File: src/inc/ibx_map.svh
`ifndef IBX_MAP_SVH
`define IBX_MAP_SVH
// register indices; byte address is four times the index
`define IBX_IDX_XCFG 8'hC8
`define IBX_IDX_XSTAT 8'hC9
`define IBX_IDX_OWNADDR 8'hCA
`define IBX_IDX_BPCFG 8'hCB
`define IBX_IDX_SCR 8'hD0
`define IBX_IDX_DATA 8'hD1
`define IBX_IDX_BUF 8'hD2
`define IBX_IDX_CPUPTR 8'hD3
`define IBX_IDX_BASECFG 8'hD6
// reset values
`define IBX_XCFG_RST 8'h80
`define IBX_XSTAT_RST 8'h40
`define IBX_OWNADDR_RST 8'h00
`define IBX_BPCFG_RST 8'h00
// extended_config fields
`define IBX_XCFG_GATE 7
`define IBX_XCFG_REFSEL 5
`define IBX_XCFG_REFREQ 4
`define IBX_XCFG_NOBC 3
`define IBX_XCFG_SHARED 1
`define IBX_XCFG_HWMATCH 0
// extended_status fields
`define IBX_XSTAT_BUFACT 7
`define IBX_XSTAT_WR 6
`define IBX_XSTAT_RD 5
`define IBX_XSTAT_ENGAGED 2
`define IBX_XSTAT_DIR 1
`define IBX_XSTAT_ACTIVE 0
// host_base_pointer_config fields
`define IBX_BP_RDIE 7
`define IBX_BP_WRIE 6
`define IBX_BP_WAKE 5
// status_control_reg fields
`define IBX_SCR_DONE 7
`define IBX_SCR_ADDR 3
`define IBX_SCR_ACK 1
`define IBX_SCR_GO 0
`define IBX_BASE_ENABLE 0
// buffer limits
`define IBX_RAM_LAST 5'h1F
`define IBX_INVALID_DATA 8'hFF
`endif

File: src/inc/ibx_pkg.sv
package ibx_pkg;
   typedef enum logic [2:0] {
      PH_IDLE = 3'b000,
      PH_RX = 3'b001,
      PH_ACK = 3'b010,
      PH_HOLD = 3'b011,
      PH_TX = 3'b100,
      PH_MACK = 3'b101
   } ibx_phase_t;

   typedef struct packed {
      logic psel;
      logic penable;
      logic pwrite;
      logic [11:0] paddr;
      logic [31:0] pwdata;
   } ibx_apb_req_t;

   typedef struct packed {
      logic pready;
      logic pslverr;
      logic [31:0] prdata;
   } ibx_apb_rsp_t;

   typedef struct packed {
      logic sclS1, sclS2, sclP, sdaS1, sdaS2, sdaP;
      ibx_phase_t phase;
      logic [3:0] bitCnt;
      logic [7:0] shift;
      logic isAddr, hostRd, firstData, ackPending, holdTx, holdWake, mastAck;
      logic gate, refSel, refReq, noBc, shared, hwMatch;
      logic bufActive, wrFlag, rdFlag, engaged, dir, active;
      logic [6:0] ownAddr;
      logic rdIe, wrIe, wakeStretch;
      logic [4:0] bp;
      logic [4:0] cp;
      logic cpOver;
      logic byteDone, addrFlag, ackSel;
      logic [7:0] data;
      logic [4:0] cpuPtr;
      logic enable;
      logic [31:0][7:0] ram;
      logic sclOe, sdaOe, byteIrq;
      logic pready, pslverr;
      logic [31:0] prdata;
   } ibx_state_t;
endpackage

File: src/rtl/ibx_target.sv
`timescale 1ns/1ps
`include "ibx_map.svh"
module ibx_target (
   input wire logic clock,
   input wire logic reset,
   input wire ibx_pkg::ibx_apb_req_t apbReq,
   output ibx_pkg::ibx_apb_rsp_t apbRsp,
   input wire logic sclIn,
   output logic sclOut,
   output logic sclOe,
   input wire logic sdaIn,
   output logic sdaOut,
   output logic sdaOe,
   input wire logic powerDown,
   input wire logic sleeping,
   output logic byteDoneIrq
);
   ibx_pkg::ibx_state_t r;
   ibx_pkg::ibx_state_t n;
   logic run, rise, fall, startEv, stopEv, rxDone, hit, matchNow, loadTx, enterAck, ackVal;
   logic setup, wrEv, mapped, goStrobe, byteEvt;
   logic [7:0] idx, wdat, rdVal, txByte;

   always_comb begin
      n = r;
      n.byteIrq = 1'b0;
      n.pready = 1'b0;
      n.pslverr = 1'b0;
      n.sclS1 = sclIn;
      n.sclS2 = r.sclS1;
      n.sdaS1 = sdaIn;
      n.sdaS2 = r.sdaS1;
      n.sclP = r.sclS2;
      n.sdaP = r.sdaS2;
      rxDone = 1'b0;
      hit = 1'b0;
      matchNow = 1'b0;
      loadTx = 1'b0;
      enterAck = 1'b0;
      ackVal = 1'b0;
      goStrobe = 1'b0;
      byteEvt = 1'b0;
      run = r.gate & r.enable;
      rise = run & r.sclS2 & ~r.sclP;
      fall = run & ~r.sclS2 & r.sclP;
      startEv = run & r.sclS2 & r.sclP & r.sdaP & ~r.sdaS2;
      stopEv = run & r.sclS2 & r.sclP & ~r.sdaP & r.sdaS2;
      txByte = r.shared ? (r.cpOver ? `IBX_INVALID_DATA : r.ram[r.cp]) : r.data;
      // register read mux
      idx = apbReq.paddr[9:2];
      wdat = apbReq.pwdata[7:0];
      mapped = (apbReq.paddr[11:10] == 2'h0);
      rdVal = 8'h00;
      case (idx)
         `IBX_IDX_XCFG: rdVal = {r.gate, 1'b0, r.refSel, r.refReq, r.noBc, 1'b0,
                                 r.shared, r.hwMatch};
         `IBX_IDX_XSTAT: rdVal = {r.bufActive, r.wrFlag, r.rdFlag, 2'h0, r.engaged,
                                  r.dir, r.active};
         `IBX_IDX_OWNADDR: rdVal = {1'b0, r.ownAddr};
         `IBX_IDX_BPCFG: rdVal = {r.rdIe, r.wrIe, r.wakeStretch, r.bp};
         `IBX_IDX_SCR: rdVal = {r.byteDone, 3'h0, r.addrFlag, 1'b0, r.ackSel, 1'b0};
         `IBX_IDX_DATA: rdVal = r.data;
         `IBX_IDX_BUF: rdVal = r.ram[r.cpuPtr];
         `IBX_IDX_CPUPTR: rdVal = {3'h0, r.cpuPtr};
         `IBX_IDX_BASECFG: rdVal = {7'h00, r.enable};
         default: mapped = 1'b0;
      endcase
      setup = apbReq.psel & ~apbReq.penable;
      wrEv = apbReq.psel & apbReq.penable & r.pready & apbReq.pwrite & mapped;
      if (setup) begin
         n.pready = 1'b1;
         n.pslverr = ~mapped;
         n.prdata = {24'h000000, rdVal};
      end
      // software writes first, so hardware sets below win
      if (wrEv) begin
         case (idx)
            `IBX_IDX_XCFG: begin
               n.gate = wdat[`IBX_XCFG_GATE];
               n.refSel = wdat[`IBX_XCFG_REFSEL];
               n.refReq = wdat[`IBX_XCFG_REFREQ];
               n.noBc = wdat[`IBX_XCFG_NOBC];
               n.shared = wdat[`IBX_XCFG_SHARED];
               n.hwMatch = wdat[`IBX_XCFG_HWMATCH];
            end
            `IBX_IDX_XSTAT: begin
               if (!wdat[`IBX_XSTAT_WR]) n.wrFlag = 1'b0;
               if (!wdat[`IBX_XSTAT_RD]) n.rdFlag = 1'b0;
            end
            `IBX_IDX_OWNADDR: n.ownAddr = wdat[6:0];
            `IBX_IDX_BPCFG: begin
               n.rdIe = wdat[`IBX_BP_RDIE];
               n.wrIe = wdat[`IBX_BP_WRIE];
               n.wakeStretch = wdat[`IBX_BP_WAKE];
            end
            `IBX_IDX_SCR: begin
               if (!wdat[`IBX_SCR_DONE]) n.byteDone = 1'b0;
               n.ackSel = wdat[`IBX_SCR_ACK];
               goStrobe = wdat[`IBX_SCR_GO];
            end
            `IBX_IDX_DATA: n.data = wdat;
            `IBX_IDX_BUF: begin
               // cpu side of the shared buffer
               n.ram[r.cpuPtr] = wdat;
               n.cpuPtr = r.cpuPtr + 5'h01;
            end
            `IBX_IDX_CPUPTR: n.cpuPtr = wdat[4:0];
            `IBX_IDX_BASECFG: n.enable = wdat[`IBX_BASE_ENABLE];
            default: n.enable = r.enable;
         endcase
      end
      if (run) begin
         // request outside a matched transaction engages at once
         if (r.refReq && !r.active) n.engaged = 1'b1;
         if (startEv) begin
            if (!r.refReq) n.engaged = 1'b0;
            n.phase = ibx_pkg::PH_RX;
            n.bitCnt = 4'h0;
            n.isAddr = 1'b1;
            n.bufActive = 1'b0;
            n.dir = 1'b0;
            n.sdaOe = 1'b0;
            n.sclOe = 1'b0;
            n.holdWake = 1'b0;
         end else if (stopEv) begin
            n.phase = ibx_pkg::PH_IDLE;
            n.bufActive = 1'b0;
            n.active = 1'b0;
            n.sdaOe = 1'b0;
            n.sclOe = 1'b0;
            n.holdWake = 1'b0;
            if (r.refReq && !r.refSel) n.engaged = 1'b1;
         end else begin
            case (r.phase)
               ibx_pkg::PH_RX: begin
                  if (rise && r.bitCnt < 4'h8) begin
                     n.shift = {r.shift[6:0], r.sdaS2};
                     n.bitCnt = r.bitCnt + 4'h1;
                  end
                  if (fall && r.bitCnt == 4'h8) rxDone = 1'b1;
               end
               ibx_pkg::PH_ACK: begin
                  if (fall) begin
                     n.sdaOe = 1'b0;
                     n.bitCnt = 4'h0;
                     if (!r.ackPending) n.phase = ibx_pkg::PH_IDLE;
                     else if (r.hostRd) loadTx = 1'b1;
                     else n.phase = ibx_pkg::PH_RX;
                  end
               end
               ibx_pkg::PH_HOLD: begin
                  if (goStrobe) begin
                     n.sclOe = 1'b0;
                     n.holdWake = 1'b0;
                     n.addrFlag = 1'b0;
                     if (r.holdTx) loadTx = 1'b1;
                     else if (r.isAddr && n.ackSel) matchNow = 1'b1;
                     else begin
                        enterAck = 1'b1;
                        ackVal = n.ackSel;
                     end
                  end
               end
               ibx_pkg::PH_TX: begin
                  if (rise) n.bitCnt = r.bitCnt + 4'h1;
                  if (fall && r.bitCnt < 4'h8) begin
                     n.shift = {r.shift[6:0], 1'b0};
                     n.sdaOe = ~r.shift[6];
                  end else if (fall) begin
                     n.sdaOe = 1'b0;
                     n.phase = ibx_pkg::PH_MACK;
                  end
               end
               ibx_pkg::PH_MACK: begin
                  if (rise) n.mastAck = ~r.sdaS2;
                  if (fall) begin
                     byteEvt = 1'b1;
                     if (!r.mastAck) begin
                        n.phase = ibx_pkg::PH_IDLE;
                        // host nack engages with byte-boundary select
                        if (r.refReq && r.refSel) n.engaged = 1'b1;
                     end else if (!r.shared) begin
                        n.phase = ibx_pkg::PH_HOLD;
                        n.holdTx = 1'b1;
                        n.sclOe = 1'b1;
                     end else loadTx = 1'b1;
                  end
               end
               default: n.phase = ibx_pkg::PH_IDLE;
            endcase
         end
         if (rxDone) begin
            byteEvt = 1'b1;
            n.isAddr = 1'b0;
            n.holdTx = 1'b0;
            if (r.isAddr) begin
               n.hostRd = r.shift[0];
               n.isAddr = 1'b1;
               hit = (r.shift[7:1] == r.ownAddr);
               if (r.shared && r.engaged) begin
                  // refused: nack, stay off the buffer
                  n.phase = ibx_pkg::PH_IDLE;
               end else if (r.shared && r.hwMatch) begin
                  if (!hit || (sleeping && !r.wakeStretch)) n.phase = ibx_pkg::PH_IDLE;
                  else if (sleeping) begin
                     n.phase = ibx_pkg::PH_HOLD;
                     n.holdWake = 1'b1;
                     n.sclOe = 1'b1;
                  end else matchNow = 1'b1;
               end else begin
                  n.addrFlag = 1'b1;
                  n.data = r.shift;
                  n.phase = ibx_pkg::PH_HOLD;
                  n.sclOe = 1'b1;
               end
            end else if (r.shared) begin
               enterAck = 1'b1;
               if (r.engaged) ackVal = 1'b0;
               else if (r.firstData) begin
                  n.firstData = 1'b0;
                  ackVal = (r.shift[7:5] == 3'h0);
                  if (ackVal) begin
                     n.bp = r.shift[4:0];
                     n.cp = r.shift[4:0];
                     n.cpOver = 1'b0;
                  end
               end else if (r.cpOver) ackVal = 1'b0;
               else begin
                  ackVal = 1'b1;
                  n.ram[r.cp] = r.shift;
                  if (r.cp == `IBX_RAM_LAST) n.cpOver = 1'b1;
                  else n.cp = r.cp + 5'h01;
               end
               if (r.refReq && r.refSel) n.engaged = 1'b1;
            end else begin
               n.data = r.shift;
               n.phase = ibx_pkg::PH_HOLD;
               n.sclOe = 1'b1;
            end
         end
         if (byteEvt) begin
            n.byteIrq = ~r.noBc & ((rxDone & r.isAddr) | ~r.byteDone);
            n.byteDone = 1'b1;
         end
         if (matchNow) begin
            enterAck = 1'b1;
            ackVal = 1'b1;
            n.isAddr = 1'b0;
            if (r.shared) begin
               n.bufActive = 1'b1;
               n.active = 1'b1;
               n.dir = n.hostRd;
               n.wrFlag = n.wrFlag | ~n.hostRd;
               n.rdFlag = n.rdFlag | n.hostRd;
               n.cp = r.bp;
               n.cpOver = 1'b0;
               n.firstData = ~n.hostRd;
            end
         end
         if (enterAck) begin
            n.phase = ibx_pkg::PH_ACK;
            n.ackPending = ackVal;
            n.sdaOe = ackVal;
            n.isAddr = 1'b0;
         end
         if (loadTx) begin
            n.holdTx = 1'b0;
            n.shift = txByte;
            n.sdaOe = ~txByte[7];
            n.bitCnt = 4'h0;
            n.phase = ibx_pkg::PH_TX;
            if (r.shared && !r.cpOver) begin
               if (r.cp == `IBX_RAM_LAST) n.cpOver = 1'b1;
               else n.cp = r.cp + 5'h01;
            end
         end
      end
      if (n.engaged) begin
         n.bufActive = 1'b0;
         n.wrFlag = 1'b0;
         n.rdFlag = 1'b0;
         n.dir = 1'b0;
         n.active = 1'b0;
      end
      if (powerDown) begin
         n.refReq = 1'b0;
         n.engaged = 1'b0;
      end
   end

   always_ff @(posedge clock or posedge reset) begin
      if (reset) begin
         r <= '0;
         r.sclS1 <= 1'b1;
         r.sclS2 <= 1'b1;
         r.sclP <= 1'b1;
         r.sdaS1 <= 1'b1;
         r.sdaS2 <= 1'b1;
         r.sdaP <= 1'b1;
         r.phase <= ibx_pkg::PH_IDLE;
         {r.gate, r.refSel, r.refReq, r.noBc, r.shared, r.hwMatch} <= 6'h20;
         r.wrFlag <= 1'b1;
         r.ownAddr <= 7'h00;
      end else begin
         r <= n;
      end
   end

   assign apbRsp = '{pready: r.pready, pslverr: r.pslverr, prdata: r.prdata};
   assign sclOut = 1'b0;
   assign sdaOut = 1'b0;
   assign sclOe = r.sclOe;
   assign sdaOe = r.sdaOe;
   assign byteDoneIrq = r.byteIrq;
endmodule

File: config.mk
export PLATFORM = sky130hd
export DESIGN_NAME = ibx_target
export DESIGN_NICKNAME = d
export VERILOG_FILES = /design/src/inc/ibx_pkg.sv /design/src/rtl/ibx_target.sv
export VERILOG_INCLUDE_DIRS = /design/src /design/src/inc
export SDC_FILE = /design/constraint.sdc
export NUM_CORES = 1
export LEC_CHECK = 0
export BUFFER_PORTS_ARGS = -buffer_cell sky130_fd_sc_hd__buf_4
export CORE_MARGIN = 2
export CORE_UTILIZATION = 55
export DETAILED_ROUTE_END_ITERATION = 10
export PLACE_DENSITY_LB_ADDON = 0.05
export REMOVE_ABC_BUFFERS = 1
export SYNTH_ARGS = -nofsm -noshare
export SYNTH_HDL_FRONTEND = slang
export SYNTH_SLANG_ARGS = --single-unit
File: constraint.sdc
create_clock -name clock -period 10.9 [get_ports clock]
set_input_delay 2.18 -clock clock [delete_from_list [all_inputs] [get_ports clock]]
set_output_delay 2.18 -clock clock [all_outputs]
set_load 0.05 [all_outputs]
==> results.md <==
* Kind of critical path: in2reg
* RSZ-0062 raised after global routing: false
* Die Y-Extent at 204.4 um
* Final min period at 4621 ps
* Dpl cells at 2602
* Detail Route Antenna Nets at 0
* Reg2reg start: r[311]
* Worst-path fanout max at 20
* Area of the core at 0.03964 sq mm
* Cell taking the most area after synthesis: dfrtp_1
* Htree depth at 2
* Unique cell type count in the Yosys netlist at 87
* Sequential Area at 0.008683 sq mm
* Hold Path Cell Cnt at 0
* Hold EP: n[368]
* Hold path startpoint: n[369]
* Worst setup EP type: register
* Hold-fix buffers, CTS at 0
* Filler cells at 3361
* Crit path setup slack, layout at 6279 ps
* Reg clk slew, reported paths at 60 ps
* Tcrit/Tclk final at 0.4239
* Layout cells sized above 1 at 0.1610
* P_leak at 7.508 nW
* R2r setup slk at 6920 ps
* CTS buffer count at 41
* Placer Congestion at 0.9839
* Fmax at 216.4 MHz
* Vias in the first global route at 16994
* I/O Buffers at 39
* Yosys top cell area share at 0.3831
* Peak VDD IR at 98.27 uV
* Worst slew pin tran at 1178 ps
* Crit path DAT at 5020 ps
* Critical Path Source Type: input port
* Global-route wire length before repair at 111300 um
* DRC at 0
* Top_reg_cell synth: dfrtp_1
* Placed inst area at 0.02230 sq mm
* Crit path required time at 11300 ps
* Post-CTS Setup Bufs at 0
* Initial DRC Count at 2219
* Largest net degree at the start of global routing at 81
* Post-CTS sizing at 0
* Area delta synth->final at 7.321%
* Max-slew headroom at the worst pin at 0.2118
* Total grt overflow at 0
* Total wire length at 74070 um
* Largest cells by area after synthesis: dfrtp_1 38%, mux2i_1 14%, mux4_2 12%
* Final slew viol count at 0
* Register area share after synthesis at 0.3926
* Design area at 0.02370 sq mm
* Die area at 0.04176 sq mm
* Die width at 204.4 um
* Final Hold Fails at 0
* Post-Syn Area per Cell at 10.00 sq um
* Final std cells w/o fill at 2675
* Clock skew at 15.30 ps
* Clock Tree Root: clkbuf_16
* Pwr Total at 0.002844 W
* R2r endpoint: r[353]
* Boundary Pins at 92
* EDFF count, synth at 0
* Routed vias at 17778
* Syn Inst Count at 2208
* Ys async rst share at 1.000
* Num rows at 73
* DR WL/cell at 27.69 um
* Synthesized area at 0.02208 sq mm
* Initial DRT Pass Iterations at 6
* Clk buf depth at 3
* Yosys reg bits at 346
* Synth top cells by count: 338 x dfrtp_1, 327 x nand2_1, 299 x mux2i_1
* P per Cell Area at 120.0 mW/mm^2
* Most numerous cell in the Yosys netlist: dfrtp_1
* WHS at 355.4 ps
* Total GRT Usage at 0.3609
* Max_cap viols at 0
* FF-to-FF path depth at 7
* Outcome: complete, no violations
* Hpwl dp at 47470 um
* Hold crit path type: reg2reg
* Clock Sinks at 346
* Final setup violation count at 0
* Final nets at 2185
* Worst-Skew Late Latency at 570 ps
* Drt via density at 6.646
* Antenna violations before repair at 0
* Yosys warning total at 0
* Initial Util at 0.5570
* CTS tree: built
* Setup WS pre-CTS at 5772 ps
* Area of the multi-input gates at 0.01239 sq mm
[cell type report]
type | instances | share of cell area
multi-input combinational | 1643 | 0.5228
clock buffer | 58 | 0.05064
antenna | 1 | 0.0001056
timing repair buffer | 61 | 0.01933
tap | 525 | 0.02772
clock inverter | 14 | 0.008343
inverter | 27 | 0.004594
sequential | 346 | 0.3664
[cells by family (layout without fill, tap and decap cells)]
family	Yosys count	count (layout)	synth area share
xor+xnor	9	9	0.003570
buf+inv	244	160	0.05055
simple gates	642	642	0.1421
compound gates	507	507	0.1325
fa+ha+maj	12	12	0.006800
other cells	1	27	0.0001698
flops	346	346	0.3926
mux	447	447	0.2717
[power breakdown]
group | leakage, nW | internal (W) | switching (W)
clock network | 0.694 | 0.000882 | 0.000567
registers | 3.35 | 0.00129 | 0.00000260
logic | 3.46 | 0.0000172 | 0.0000872
total | 7.51 | 0.00219 | 0.000657
[worst max path at each step]
stage / cells after the start / from / slack [ps] / endpoint
6_report: 8 / apbReq[36] / 6280 / r[67]
5_1_grt: 8 / apbReq[36] / 6220 / r[288]
4_1_cts: 8 / apbReq[36] / 6390 / r[61]
3_5_place_dp: 8 / apbReq[36] / 5770 / r[63]
3_3_place_gp: 8 / apbReq[36] / 5790 / r[65]
2_1_floorplan: 1 / reset / -860 / apbRsp[0]
[worst max-delay path, cell delays in order]
cell,delay (ps)
buf_4,150
nand4bb_4,240
or2_1,350
nor2_4,690
nand3_4,300
nor4_4,710
mux2i_1,280
o21ai_1,90
[stage by stage]
stage	utilization	setup TNS [ps]
after floorplan	-	-290740
after global placement	0.5625	0
after detailed placement	0.5625	0
after CTS	0.5977	0
after global routing	0.5977	0
final	0.5978	0
[cell usage in the layout (no fill, tap or decap), types with 5 or more instances in the layout]
| cell | Yosys | final |
|---|---|---|
| nor2_4 | 25 | 25 |
| o22ai_1 | 12 | 12 |
| nand4_1 | 16 | 16 |
| xor2_1 | 5 | 5 |
| o211ai_1 | 8 | 8 |
| and4_1 | 5 | 5 |
| a22oi_1 | 43 | 43 |
| nor2b_1 | 7 | 7 |
| nand2_1 | 327 | 327 |
| nand3_1 | 27 | 27 |
| mux2_2 | 29 | 29 |
| a21oi_1 | 83 | 83 |
| clkbuf_8 | 0 | 11 |
| o21ai_1 | 44 | 44 |
| a211oi_1 | 5 | 5 |
| clkbuf_16 | 0 | 41 |
| bufinv_16 | 0 | 5 |
| clkinv_2 | 0 | 8 |
| a31oi_1 | 18 | 18 |
| a311oi_1 | 7 | 7 |
| or4_1 | 6 | 6 |
| dfstp_2 | 8 | 8 |
| nor3b_1 | 6 | 6 |
| nand2_2 | 5 | 5 |
| buf_4 | 40 | 61 |
| mux2i_1 | 299 | 299 |
| nor2_1 | 126 | 126 |
| conb_1 | 1 | 26 |
| mux4_2 | 119 | 119 |
| dfrtp_1 | 338 | 334 |
| o21ai_0 | 236 | 236 |
| o31ai_1 | 7 | 7 |
| nand2b_1 | 8 | 8 |
| inv_1 | 26 | 25 |
| clkbuf_1 | 124 | 6 |
| ha_1 | 12 | 12 |
| nor3_1 | 28 | 28 |
[flip-flops by register name, summed over array words and instances (netlist names)]
name and cells:
byteDoneIrq 1, apbRsp 10, sclOe 1, sdaOe 1, n 4, r 329
[layer usage]
metal,global-route usage,part of all wire
met1,0.5128,0.41
met2,0.5460,0.46
met3,0.06154,0.093
met4,0.1586,0.045
met5,0,0
Note: power is estimated with default switching activity, not from simulation.
